$ cat config.mk
export PLATFORM = sky130hd
export DESIGN_NAME = adc_ext_dma
export DESIGN_NICKNAME = d
export VERILOG_FILES = /design/src/adc_ext_dma_pkg.sv /design/src/adc_ext_dma.sv
export SDC_FILE = /design/constraint.sdc
export NUM_CORES = 1
export LEC_CHECK = 0
export BUFFER_PORTS_ARGS = -buffer_cell sky130_fd_sc_hd__buf_2
export CAP_MARGIN = 5
export CORE_MARGIN = 2
export CORE_UTILIZATION = 61
export CTS_BUF_LIST = sky130_fd_sc_hd__clkbuf_4
export CTS_CLUSTER_DIAMETER = 80
export DETAILED_ROUTE_END_ITERATION = 8
export PLACE_DENSITY_LB_ADDON = 0.12
export SLEW_MARGIN = 25
export SYNTH_ARGS = -nofsm -noshare
export SYNTH_HDL_FRONTEND = slang
export SYNTH_SLANG_ARGS = --single-unit
export TNS_END_PERCENT = 20
$ cat constraint.sdc
create_clock -name ref_clk_i -period 5.8 [get_ports ref_clk_i]
set_input_delay 0.29 -clock ref_clk_i [delete_from_list [all_inputs] [get_ports ref_clk_i]]
set_output_delay 0.29 -clock ref_clk_i [all_outputs]
set_load 0.03 [all_outputs]
$ cat src/adc_ext_dma_pkg.sv
package adc_ext_dma_pkg;

    // Register byte offsets on the APB bus.
    localparam logic [7:0] CTRL1_OFFSET     = 8'h00;
    localparam logic [7:0] CTRL2_OFFSET     = 8'h04;
    localparam logic [7:0] CTRL4_OFFSET     = 8'h08;
    localparam logic [7:0] SCAN_HIGH_OFFSET = 8'h0C;
    localparam logic [7:0] SCAN_LOW_OFFSET  = 8'h10;
    localparam logic [7:0] RESULT_OFFSET    = 8'h14;
    localparam logic [7:0] STATUS_OFFSET    = 8'h18;

    // Field positions in converter_control_1.
    localparam int CTRL1_ON_BIT     = 15;
    localparam int CTRL1_BM_BIT     = 12;
    localparam int CTRL1_EN_BIT     = 11;
    localparam int CTRL1_RES_BIT    = 10;
    localparam int CTRL1_SAMPLE_BIT = 1;

    // Field positions in converter_control_2 and converter_control_4.
    localparam int CTRL2_ORG_BIT    = 11;
    localparam int CTRL2_HALF_BIT   = 7;
    localparam int CTRL2_COUNT_MSB  = 6;
    localparam int CTRL2_COUNT_LSB  = 2;
    localparam int CTRL2_SPLIT_BIT  = 1;
    localparam int CTRL4_LEN_MSB    = 2;
    localparam int CTRL4_LEN_LSB    = 0;

    // Field positions in the status register.
    localparam int STATUS_OVR_BIT   = 0;
    localparam int STATUS_REQ_BIT   = 1;

    // Reset values; the converter wakes up in 12-bit resolution.
    localparam logic [15:0] CTRL1_RESET = 16'h0400;
    localparam logic [15:0] CTRL2_RESET = 16'h0000;
    localparam logic [15:0] CTRL4_RESET = 16'h0000;
    localparam logic [15:0] SCAN_RESET  = 16'h0000;

    // Results held in each half of a split extended FIFO.
    localparam logic [4:0] FIFO_HALF_DEPTH = 5'h0D;

    typedef enum logic [2:0] {
        ROUTE_OFF = 3'b001,
        ROUTE_PIA = 3'b010,
        ROUTE_EXT = 3'b100
    } route_type;

    typedef struct packed {
        logic [15:0] data;
        logic [10:0] offset;
        logic [4:0]  channel;
    } dma_word_type;

endpackage : adc_ext_dma_pkg

`timescale 1ns/1ns
module indirect_offset_gen (
    input  wire logic [2:0]  len_i,
    input  wire logic [4:0]  chan_i,
    input  wire logic [6:0]  index_i,
    output logic      [10:0] offset_o
);
    logic [4:0] chan_keep;
    logic [9:0] word;

    always_comb begin
        case (len_i)
            3'h7:    chan_keep = {2'h0, chan_i[2:0]};
            3'h6:    chan_keep = {1'h0, chan_i[3:0]};
            default: chan_keep = chan_i;
        endcase
        word = (10'(chan_keep) << len_i) | (10'(index_i) & ((10'h001 << len_i) - 10'h001));
        offset_o = {word, 1'b0};
    end

endmodule : indirect_offset_gen

$ cat src/adc_ext_dma.sv
// Notes on behaviour
// - Extended DMA and buffer features act only while control 1 bit 11 is set.
// - Control 1 bit 12 picks extended buffer mode (1) or indirect-address mode (0).
// - Extended buffer mode sends all results, including channels above 13, to the DMA controller.
// - Buffer organisation bit picks FIFO or channel-aligned; samples field sets FIFO depth.
// - Split bit makes two FIFO halves of 13; half flag shows the half being filled.
// - Indirect-address mode produces an 11-bit offset ORed by DMA with its base.
// - Address space is contiguous equal buffers, one per channel, used or not.
// - Three-bit length field sets buffer size, 1 word at 000 to 128 at 111.
// - Offset is index under channel number, zero LSB, zero-filled up to 11 bits.
// - 32 channels for sizes up to 32 words, 16 for 64, 8 for 128.
// - Per-channel index auto-increments per write, wrapping by the smaller of the samples field and the buffer size.
// - Both 10-bit and 12-bit resolution exist, 12-bit after reset.
// - Resolution bit set gives 12-bit results, cleared gives 10-bit results.
//
// The APB register port and the register offsets are this design's own decisions.
`timescale 1ns/1ns
module adc_ext_dma (
    input  wire logic                        ref_clk_i,
    input  wire logic                        rst_i,
    input  wire logic                        psel_i,
    input  wire logic                        penable_i,
    input  wire logic                        pwrite_i,
    input  wire logic [7:0]                  paddr_i,
    input  wire logic [31:0]                 pwdata_i,
    output logic      [31:0]                 prdata_o,
    output logic                             pready_o,
    output logic                             pslverr_o,
    input  wire logic                        conv_done_i,
    input  wire logic [11:0]                 conv_result_i,
    input  wire logic [4:0]                  conv_channel_i,
    input  wire logic                        dma_ack_i,
    output logic                             dma_req_o,
    output adc_ext_dma_pkg::dma_word_type    dma_word_o,
    output logic                             converter_on_o,
    output logic                             sample_o,
    output logic                             resolution_12_o,
    output logic      [31:0]                 scan_channels_o
);
    import adc_ext_dma_pkg::*;

    logic [15:0]  ctrl1_reg, ctrl1_next;
    logic [15:0]  ctrl2_reg, ctrl2_next;
    logic [15:0]  ctrl4_reg, ctrl4_next;
    logic [15:0]  scan_high_reg, scan_high_next;
    logic [15:0]  scan_low_reg, scan_low_next;
    logic [15:0]  result_reg, result_next;
    logic [31:0]  prdata_reg, prdata_next;
    logic         pready_reg, pready_next;
    logic         pslverr_reg, pslverr_next;
    logic         req_reg, req_next;
    logic         ovr_reg, ovr_next;
    logic         sample_reg, sample_next;
    logic         half_reg, half_next;
    logic [4:0]   pos_reg, pos_next;
    logic [6:0]   index_reg [32];
    logic [6:0]   index_next [32];
    dma_word_type word_reg, word_next;

    logic         bus_write;
    logic         setup;
    logic         ext_enable;
    logic         ext_buffer_mode_sel;
    logic         resolution_select;
    logic         buffer_org_select;
    logic         fifo_split_enable;
    logic [4:0]   samples_per_interrupt;
    logic [2:0]   chan_buffer_length;
    logic [15:0]  scaled;
    logic [10:0]  pia_offset;
    logic [6:0]   index_limit;
    logic [4:0]   pos_limit;
    logic [4:0]   pos_eff;
    logic         accept;
    route_type    route;

    function automatic logic mapped(input logic [7:0] addr);
        mapped = (addr == CTRL1_OFFSET) || (addr == CTRL2_OFFSET) || (addr == CTRL4_OFFSET)
              || (addr == SCAN_HIGH_OFFSET) || (addr == SCAN_LOW_OFFSET)
              || (addr == RESULT_OFFSET) || (addr == STATUS_OFFSET);
    endfunction : mapped

    assign setup                 = psel_i & ~penable_i;
    assign bus_write             = psel_i & penable_i & pready_reg & pwrite_i;
    assign ext_enable            = ctrl1_reg[CTRL1_EN_BIT];
    assign ext_buffer_mode_sel   = ctrl1_reg[CTRL1_BM_BIT];
    assign resolution_select     = ctrl1_reg[CTRL1_RES_BIT];
    assign buffer_org_select     = ctrl2_reg[CTRL2_ORG_BIT];
    assign fifo_split_enable     = ctrl2_reg[CTRL2_SPLIT_BIT];
    assign samples_per_interrupt = ctrl2_reg[CTRL2_COUNT_MSB:CTRL2_COUNT_LSB];
    assign chan_buffer_length    = ctrl4_reg[CTRL4_LEN_MSB:CTRL4_LEN_LSB];

    indirect_offset_gen u_offset (
        .len_i    (chan_buffer_length),
        .chan_i   (conv_channel_i),
        .index_i  (index_reg[conv_channel_i]),
        .offset_o (pia_offset)
    );

    always_comb begin
        if (!ctrl1_reg[CTRL1_ON_BIT] || !ext_enable) begin
            route = ROUTE_OFF;
        end else if (ext_buffer_mode_sel) begin
            route = ROUTE_EXT;
        end else begin
            route = ROUTE_PIA;
        end
        if (resolution_select) begin
            scaled = {4'h0, conv_result_i};
        end else begin
            scaled = {6'h00, conv_result_i[11:2]};
        end
        // Wrap at the smaller of the sample count and the buffer size.
        index_limit = 7'((8'h01 << chan_buffer_length) - 8'h01);
        if ({2'h0, samples_per_interrupt} < index_limit) begin
            index_limit = {2'h0, samples_per_interrupt};
        end
        pos_limit = fifo_split_enable ? (FIFO_HALF_DEPTH - 5'h01) : samples_per_interrupt;
        pos_eff   = (fifo_split_enable && half_reg) ? (pos_reg + FIFO_HALF_DEPTH) : pos_reg;
        // A new result is taken only if none is pending or the pending one is being taken now; otherwise it is dropped.
        accept = conv_done_i && (route != ROUTE_OFF) && (!req_reg || dma_ack_i);
    end

    // Register file and APB slave.
    always_comb begin
        ctrl1_next     = ctrl1_reg;
        ctrl2_next     = ctrl2_reg;
        ctrl4_next     = ctrl4_reg;
        scan_high_next = scan_high_reg;
        scan_low_next  = scan_low_reg;
        result_next    = result_reg;
        ovr_next       = ovr_reg;
        pready_next    = setup & ~pready_reg;
        pslverr_next   = setup & ~pready_reg & ~mapped(paddr_i);
        prdata_next    = prdata_reg;
        if (setup && !pwrite_i) begin
            case (paddr_i)
                CTRL1_OFFSET:     prdata_next = {16'h0000, ctrl1_reg};
                CTRL2_OFFSET:     prdata_next = {16'h0000, ctrl2_reg[15:8], half_reg,
                                                 ctrl2_reg[6:0]};
                CTRL4_OFFSET:     prdata_next = {16'h0000, ctrl4_reg};
                SCAN_HIGH_OFFSET: prdata_next = {16'h0000, scan_high_reg};
                SCAN_LOW_OFFSET:  prdata_next = {16'h0000, scan_low_reg};
                RESULT_OFFSET:    prdata_next = {16'h0000, result_reg};
                STATUS_OFFSET:    prdata_next = {30'h0, req_reg, ovr_reg};
                default:          prdata_next = 32'h00000000;
            endcase
        end
        if (bus_write) begin
            case (paddr_i)
                CTRL1_OFFSET:     ctrl1_next = pwdata_i[15:0];
                CTRL2_OFFSET:     ctrl2_next = pwdata_i[15:0];
                CTRL4_OFFSET:     ctrl4_next = pwdata_i[15:0];
                SCAN_HIGH_OFFSET: scan_high_next = pwdata_i[15:0];
                SCAN_LOW_OFFSET:  scan_low_next = pwdata_i[15:0];
                STATUS_OFFSET:    ovr_next = ovr_reg & ~pwdata_i[STATUS_OVR_BIT];
                default:          ctrl1_next = ctrl1_reg;
            endcase
        end
        // Each finished conversion clears the sample bit unless software sets it again.
        if (conv_done_i && !(bus_write && paddr_i == CTRL1_OFFSET
                             && pwdata_i[CTRL1_SAMPLE_BIT])) begin
            ctrl1_next[CTRL1_SAMPLE_BIT] = 1'b0;
        end
        // Sampling is only shown while the converter is on.
        sample_next = ctrl1_next[CTRL1_SAMPLE_BIT] & ctrl1_next[CTRL1_ON_BIT];
        if (conv_done_i && ctrl1_reg[CTRL1_ON_BIT]) begin
            result_next = scaled;
        end
        if (conv_done_i && (route != ROUTE_OFF) && !accept) begin
            ovr_next = 1'b1;
        end
    end

    // Result routing towards the DMA controller.
    always_comb begin
        req_next  = req_reg & ~dma_ack_i;
        word_next = word_reg;
        half_next = half_reg;
        pos_next  = pos_reg;
        for (int c = 0; c < 32; c++) begin
            index_next[c] = index_reg[c];
        end
        if (accept) begin
            req_next          = 1'b1;
            word_next.data    = scaled;
            word_next.channel = conv_channel_i;
            case (route)
                ROUTE_PIA: begin
                    word_next.offset = pia_offset;
                    if (index_reg[conv_channel_i] >= index_limit) begin
                        index_next[conv_channel_i] = 7'h00;
                    end else begin
                        index_next[conv_channel_i] = index_reg[conv_channel_i] + 7'h01;
                    end
                end
                ROUTE_EXT: begin
                    if (buffer_org_select) begin
                        word_next.offset = {5'h00, conv_channel_i, 1'b0};
                    end else begin
                        word_next.offset = {5'h00, pos_eff, 1'b0};
                        if (pos_reg >= pos_limit) begin
                            pos_next = 5'h00;
                            if (fifo_split_enable) begin
                                half_next = ~half_reg;
                            end
                        end else begin
                            pos_next = pos_reg + 5'h01;
                        end
                    end
                end
                default: word_next = word_reg;
            endcase
        end
        if (route == ROUTE_OFF) begin
            pos_next  = 5'h00;
            half_next = 1'b0;
        end
    end

    always_ff @(posedge ref_clk_i) begin
        if (rst_i) begin
            ctrl1_reg     <= CTRL1_RESET;
            ctrl2_reg     <= CTRL2_RESET;
            ctrl4_reg     <= CTRL4_RESET;
            scan_high_reg <= SCAN_RESET;
            scan_low_reg  <= SCAN_RESET;
            result_reg    <= 16'h0000;
            prdata_reg    <= 32'h00000000;
            pready_reg    <= 1'b0;
            pslverr_reg   <= 1'b0;
            req_reg       <= 1'b0;
            ovr_reg       <= 1'b0;
            sample_reg    <= 1'b0;
            half_reg      <= 1'b0;
            pos_reg       <= 5'h00;
            word_reg      <= '0;
            for (int c = 0; c < 32; c++) begin
                index_reg[c] <= 7'h00;
            end
        end else begin
            ctrl1_reg     <= ctrl1_next;
            ctrl2_reg     <= ctrl2_next;
            ctrl4_reg     <= ctrl4_next;
            scan_high_reg <= scan_high_next;
            scan_low_reg  <= scan_low_next;
            result_reg    <= result_next;
            prdata_reg    <= prdata_next;
            pready_reg    <= pready_next;
            pslverr_reg   <= pslverr_next;
            req_reg       <= req_next;
            ovr_reg       <= ovr_next;
            sample_reg    <= sample_next;
            half_reg      <= half_next;
            pos_reg       <= pos_next;
            word_reg      <= word_next;
            for (int c = 0; c < 32; c++) begin
                index_reg[c] <= index_next[c];
            end
        end
    end

    assign prdata_o        = prdata_reg;
    assign pready_o        = pready_reg;
    assign pslverr_o       = pslverr_reg;
    assign dma_req_o       = req_reg;
    assign dma_word_o      = word_reg;
    assign converter_on_o  = ctrl1_reg[CTRL1_ON_BIT];
    assign sample_o        = sample_reg;
    assign resolution_12_o = ctrl1_reg[CTRL1_RES_BIT];
    assign scan_channels_o = {scan_high_reg, scan_low_reg};
endmodule : adc_ext_dma

==> results.md <==
- The count of endpoints failing hold in the final timing report was 0.
- At the end of routability-driven placement, the weighted congestion stood at 0.910.
- The largest vdd supply drop is 0.196 mV.
- The total setup buffers inserted after CTS is 0.
- For this run, the register share of the synthesized area comes to 0.437.
- The path category of the worst min-delay check is in2reg.
- STA classifies the critical path endpoint as a flop.
- Relative to the synthesized area, the layout overhead comes to 12.0%.
- The number of global-route vias before repair came to 13800.
- The tree is rooted in a sky130_fd_sc_hd__clkbuf_4.
- The shortest period the worst path allows is 5.14 ns.
- The number of standard cells in the final layout excluding fillers is 2500.
- The count of cells along the worst hold path is 4.
- The tool flagged a number of max-cap violations equal to 0.
- The final route contains 15100 vias.
- The first routing iteration left 1505 violations.
- For this run, design rule violations remaining after detail routing come to 0.
- Of the post-synthesis cell area, the dominant cell type holds 0.437.
- After detailed routing, the total wire length is 47500 um.
- In the final layout, the share of cells above drive strength 1 is 0.164.
- The number of clock buffers added by TritonCTS is 94.
- The count of buffers from port buffering is 128.
- Once detail routing completed, the nets flagged for antenna violations numbered 0.
- Counting along the longest clock path gives a buffer depth of 3.
- The worst setup path is launched from a flop.
- The clock tree synthesis step divided the H-tree into 3 levels.
- The flop and latch count out of synthesis is 369.
- The mean routed wirelength per cell is 19.0 um.
- The clock slew seen by the registers of the worst setup and hold paths is 0.07 ns.
- Pin placement for this block handled 166 I/O pins.
- The clock latency on the worst-skew pair is 0.76 ns.
- The source of the worst hold timing path is pwrite_i.
- Detailed placement finished with a half-perimeter wire length of 30400 um.
- The register with the most flip-flops in the layout has 224 of them.
- The path with the worst hold slack has its endpoint at prdata_o[7]$_SDFFE_PP0P_.
- After detailed routing, the number of vias per cell comes to 6.06.
- Adding up every negative setup slack in the final design gives 0 ns.
- TritonCTS built the clock tree.
- Entering global routing, the biggest net connects 102 pins.
- The max-slew violation count is 0.
- After detailed placement, the total cell area comes to 0.0174 mm^2.
- The wire length of the first global-routing pass is 74800 um.
- The residual overflow from global routing is 0.
- The floorplan step defined a die boundary enclosing 0.0291 mm^2.
- The critical path starts at ctrl4_reg[1]$_SDFFE_PP0P_.
- For the worst setup path, the data required time is 6.44 ns.
- For this design, the sink count on the clock tree is 369.
- The clock arrives with 0.0411 ns of skew.
- In the global route stage, overall resource usage came out at 0.327.
- The number of cells on the worst reg-to-reg path is 19.
- The highest clock rate is 0.195 GHz.
- After floorplanning, the core was sized to cover 0.0271 mm^2.
- The net total in the final layout is 2145.
- Of all nets on the critical path, the largest fanout is 41.
- The measured slew at the worst slew-check pin is 1.03 ns.
- For the worst setup path, the data arrival time is 5.78 ns.
- The power per standard cell area is 259 mW/mm^2.
- The source of the worst register-to-register timing path is ctrl4_reg[1]$_SDFFE_PP0P_.
- For this run, the number of Yosys warnings is 0.
- The initial antenna violation count is 1.
- In the synthesized netlist the dominant register cell turns out to be sky130_fd_sc_hd__dfxtp_1.
- The post-synthesis instance total is 1950.
- The mapped cell area is 0.0169 mm^2.
- The number of enable-type register cells in the synthesized netlist is 0.
- The die extent in y is 170 um.
- The mean area per synthesized cell is 8.67 um^2.
- Once layout is done, the placed cells without fillers occupy 0.0189 mm^2.
- The cell type contributing the most total cell area after synthesis is sky130_fd_sc_hd__dfxtp_1.
- For this design the static power due to leakage is 7.59 nW.
- The flow ran to the end, and the final reports show no timing, DRC or antenna violations.
- The width of the die is 170 um.
- The headroom to the max-slew limit is 0.313.
- The setup check on the worst reg-to-reg path leaves a slack of 0.66 ns.
- The netlist uses 69 different library cells.
- Yosys attributes the largest share of cell area to sky130_fd_sc_hd__dfxtp_1 44%, sky130_fd_sc_hd__mux2i_1 9.0%, sky130_fd_sc_hd__nand2_1 5.7%.
- Setup repair after global routing left no endpoint under its margin.
- Setup violations remaining at the end of the flow were counted as 0.
- The number of optimization iterations in the first detailed-route pass is 6.
- Row generation in the floorplan step produced 60 rows.
- In this run the critical register-to-register path is captured at index_reg[3][0]$_SDFFE_PP0P_.
- For this configuration, the core starts out at a cell density of 0.624.
- The portion of the clock cycle consumed by the worst path in the final layout is 0.886.
- The proportion of register bits with asynchronous set or reset after synthesis is 0.
- The cell count after placement is 2300.
- The kind of critical path is reg2reg.
worst max-delay path by stage:
stage / slack, ns / end
floorplan: 1.42 / index_reg[14][0]$_SDFFE_PP0P_
global placement: 0.77 / index_reg[30][0]$_SDFFE_PP0P_
detailed placement: 0.67 / index_reg[3][0]$_SDFFE_PP0P_
CTS: 0.75 / index_reg[3][0]$_SDFFE_PP0P_
global route: 0.38 / index_reg[3][0]$_SDFFE_PP0P_
finish: 0.66 / index_reg[3][0]$_SDFFE_PP0P_
layout by cell type, fill, tap and decap left out, drive strengths merged, types with 15 or more instances in the layout:
cell type and instances:
clkbuf 126, nand2 256, o21ai 115, mux2i 152, nor2 206, nor3 15
mux4 28, mux2 16, a22oi 22, nand3 121, dlygate4sd3 37, clkinv 31
a211oi 28, nand4 38, a21oi 189, dfxtp 369, conb 23, o22ai 37
buf 163, ha 18
through the flow:
| step | hold WS [ns] | utilization | setup slack [ns] | power (W) |
|---|---|---|---|---|
| 6_report | 0.0527 | 0.699 | 0.662 | 0.00490 |
| 5_1_grt | 0.0532 | 0.699 | 0.384 | 0.00508 |
| 4_1_cts | 0.00260 | 0.696 | 0.754 | 0.00493 |
| 3_5_place_dp | 0.443 | 0.642 | 0.670 | 0.00282 |
| 3_3_place_gp | 0.435 | 0.641 | 0.765 | 0.00282 |
| 2_1_floorplan | 0.414 | - | 1.42 | 0.00277 |
final cells by class:
cell class	instances	area, um^2
clock buffers	125	938
clock inverters	35	180
fillers	2238	8170
diodes	1	2.50
multi-input cells	1387	8560
well taps	372	465
repair buffers	201	1360
flip-flops and latches	369	7390
inverters	10	38.8
cell families after synthesis:
kind of cell	Yosys count	synth area share
buffers and inverters	215	0.0651
AO/OA/AOI/OAI	430	0.145
XOR/XNOR	12	0.00733
AND/OR/NAND/NOR	708	0.191
adder cells (fa/ha/maj)	18	0.0133
flip-flops	369	0.437
multiplexers	196	0.141
other	2	0.000444
worst max-delay path, cell delays in order, from the launching register on:
cell                       delay (ns)
sky130_fd_sc_hd__dfxtp_1         0.41
sky130_fd_sc_hd__nor2_1          0.33
sky130_fd_sc_hd__ha_1            0.29
sky130_fd_sc_hd__a21boi_0        0.12
sky130_fd_sc_hd__o21a_1          0.17
sky130_fd_sc_hd__o21ai_0         0.15
sky130_fd_sc_hd__nand2b_1        0.08
sky130_fd_sc_hd__a21oi_1         0.41
sky130_fd_sc_hd__a21oi_1         0.16
sky130_fd_sc_hd__o22a_1          0.23
sky130_fd_sc_hd__ha_1            0.28
sky130_fd_sc_hd__nand2b_1        0.14
sky130_fd_sc_hd__a211oi_1        0.25
sky130_fd_sc_hd__o21bai_1        0.14
sky130_fd_sc_hd__a221oi_4        0.25
sky130_fd_sc_hd__buf_4           0.47
sky130_fd_sc_hd__nor2b_2         0.62
sky130_fd_sc_hd__buf_4           0.31
sky130_fd_sc_hd__nand2_1         0.07
sky130_fd_sc_hd__a21oi_1         0.17
timing repair:
action | in CTS | in global routing
endpoints found under the hold margin | 135 | 0
gates resized for setup | 0 | 0
hold buffers | 37 | 0
cell usage after synthesis (all sizes together), types with 4 or more instances:
| cell type | n |
|---|---|
| a31oi | 6 |
| mux2 | 16 |
| buf | 75 |
| ha | 18 |
| and2 | 9 |
| xnor2 | 5 |
| or4b | 4 |
| nor2b | 7 |
| nand3 | 121 |
| a21oi | 189 |
| nor3b | 5 |
| o21ai | 115 |
| and3b | 4 |
| a22oi | 22 |
| dfxtp | 369 |
| nand2 | 256 |
| nand4b | 4 |
| nand4 | 38 |
| nor3 | 15 |
| nand2b | 8 |
| a22o | 7 |
| or4bb | 6 |
| inv | 10 |
| nor2 | 206 |
| mux2i | 152 |
| mux4 | 28 |
| nor4 | 9 |
| xor2 | 7 |
| a211oi | 28 |
| clkbuf | 130 |
| a222oi | 7 |
| and3 | 6 |
| o22ai | 37 |
where the power goes:
group          switching (W)  leakage (nW)  total, W  internal, W
clock                0.00106         0.659   0.00211      0.00105
combinational       0.000174          3.96  0.000250    0.0000765
sequential        0.00000267          2.97   0.00254      0.00254
routing by layer:
layer,part of all wire,GRT usage,wire [um]
met2,0.44,0.500,21100
met3,0.094,0.0640,4470
met4,0.032,0.120,1510
met5,0,0,0
met1,0.43,0.460,20400
Power figures use the tool's default switching activity.
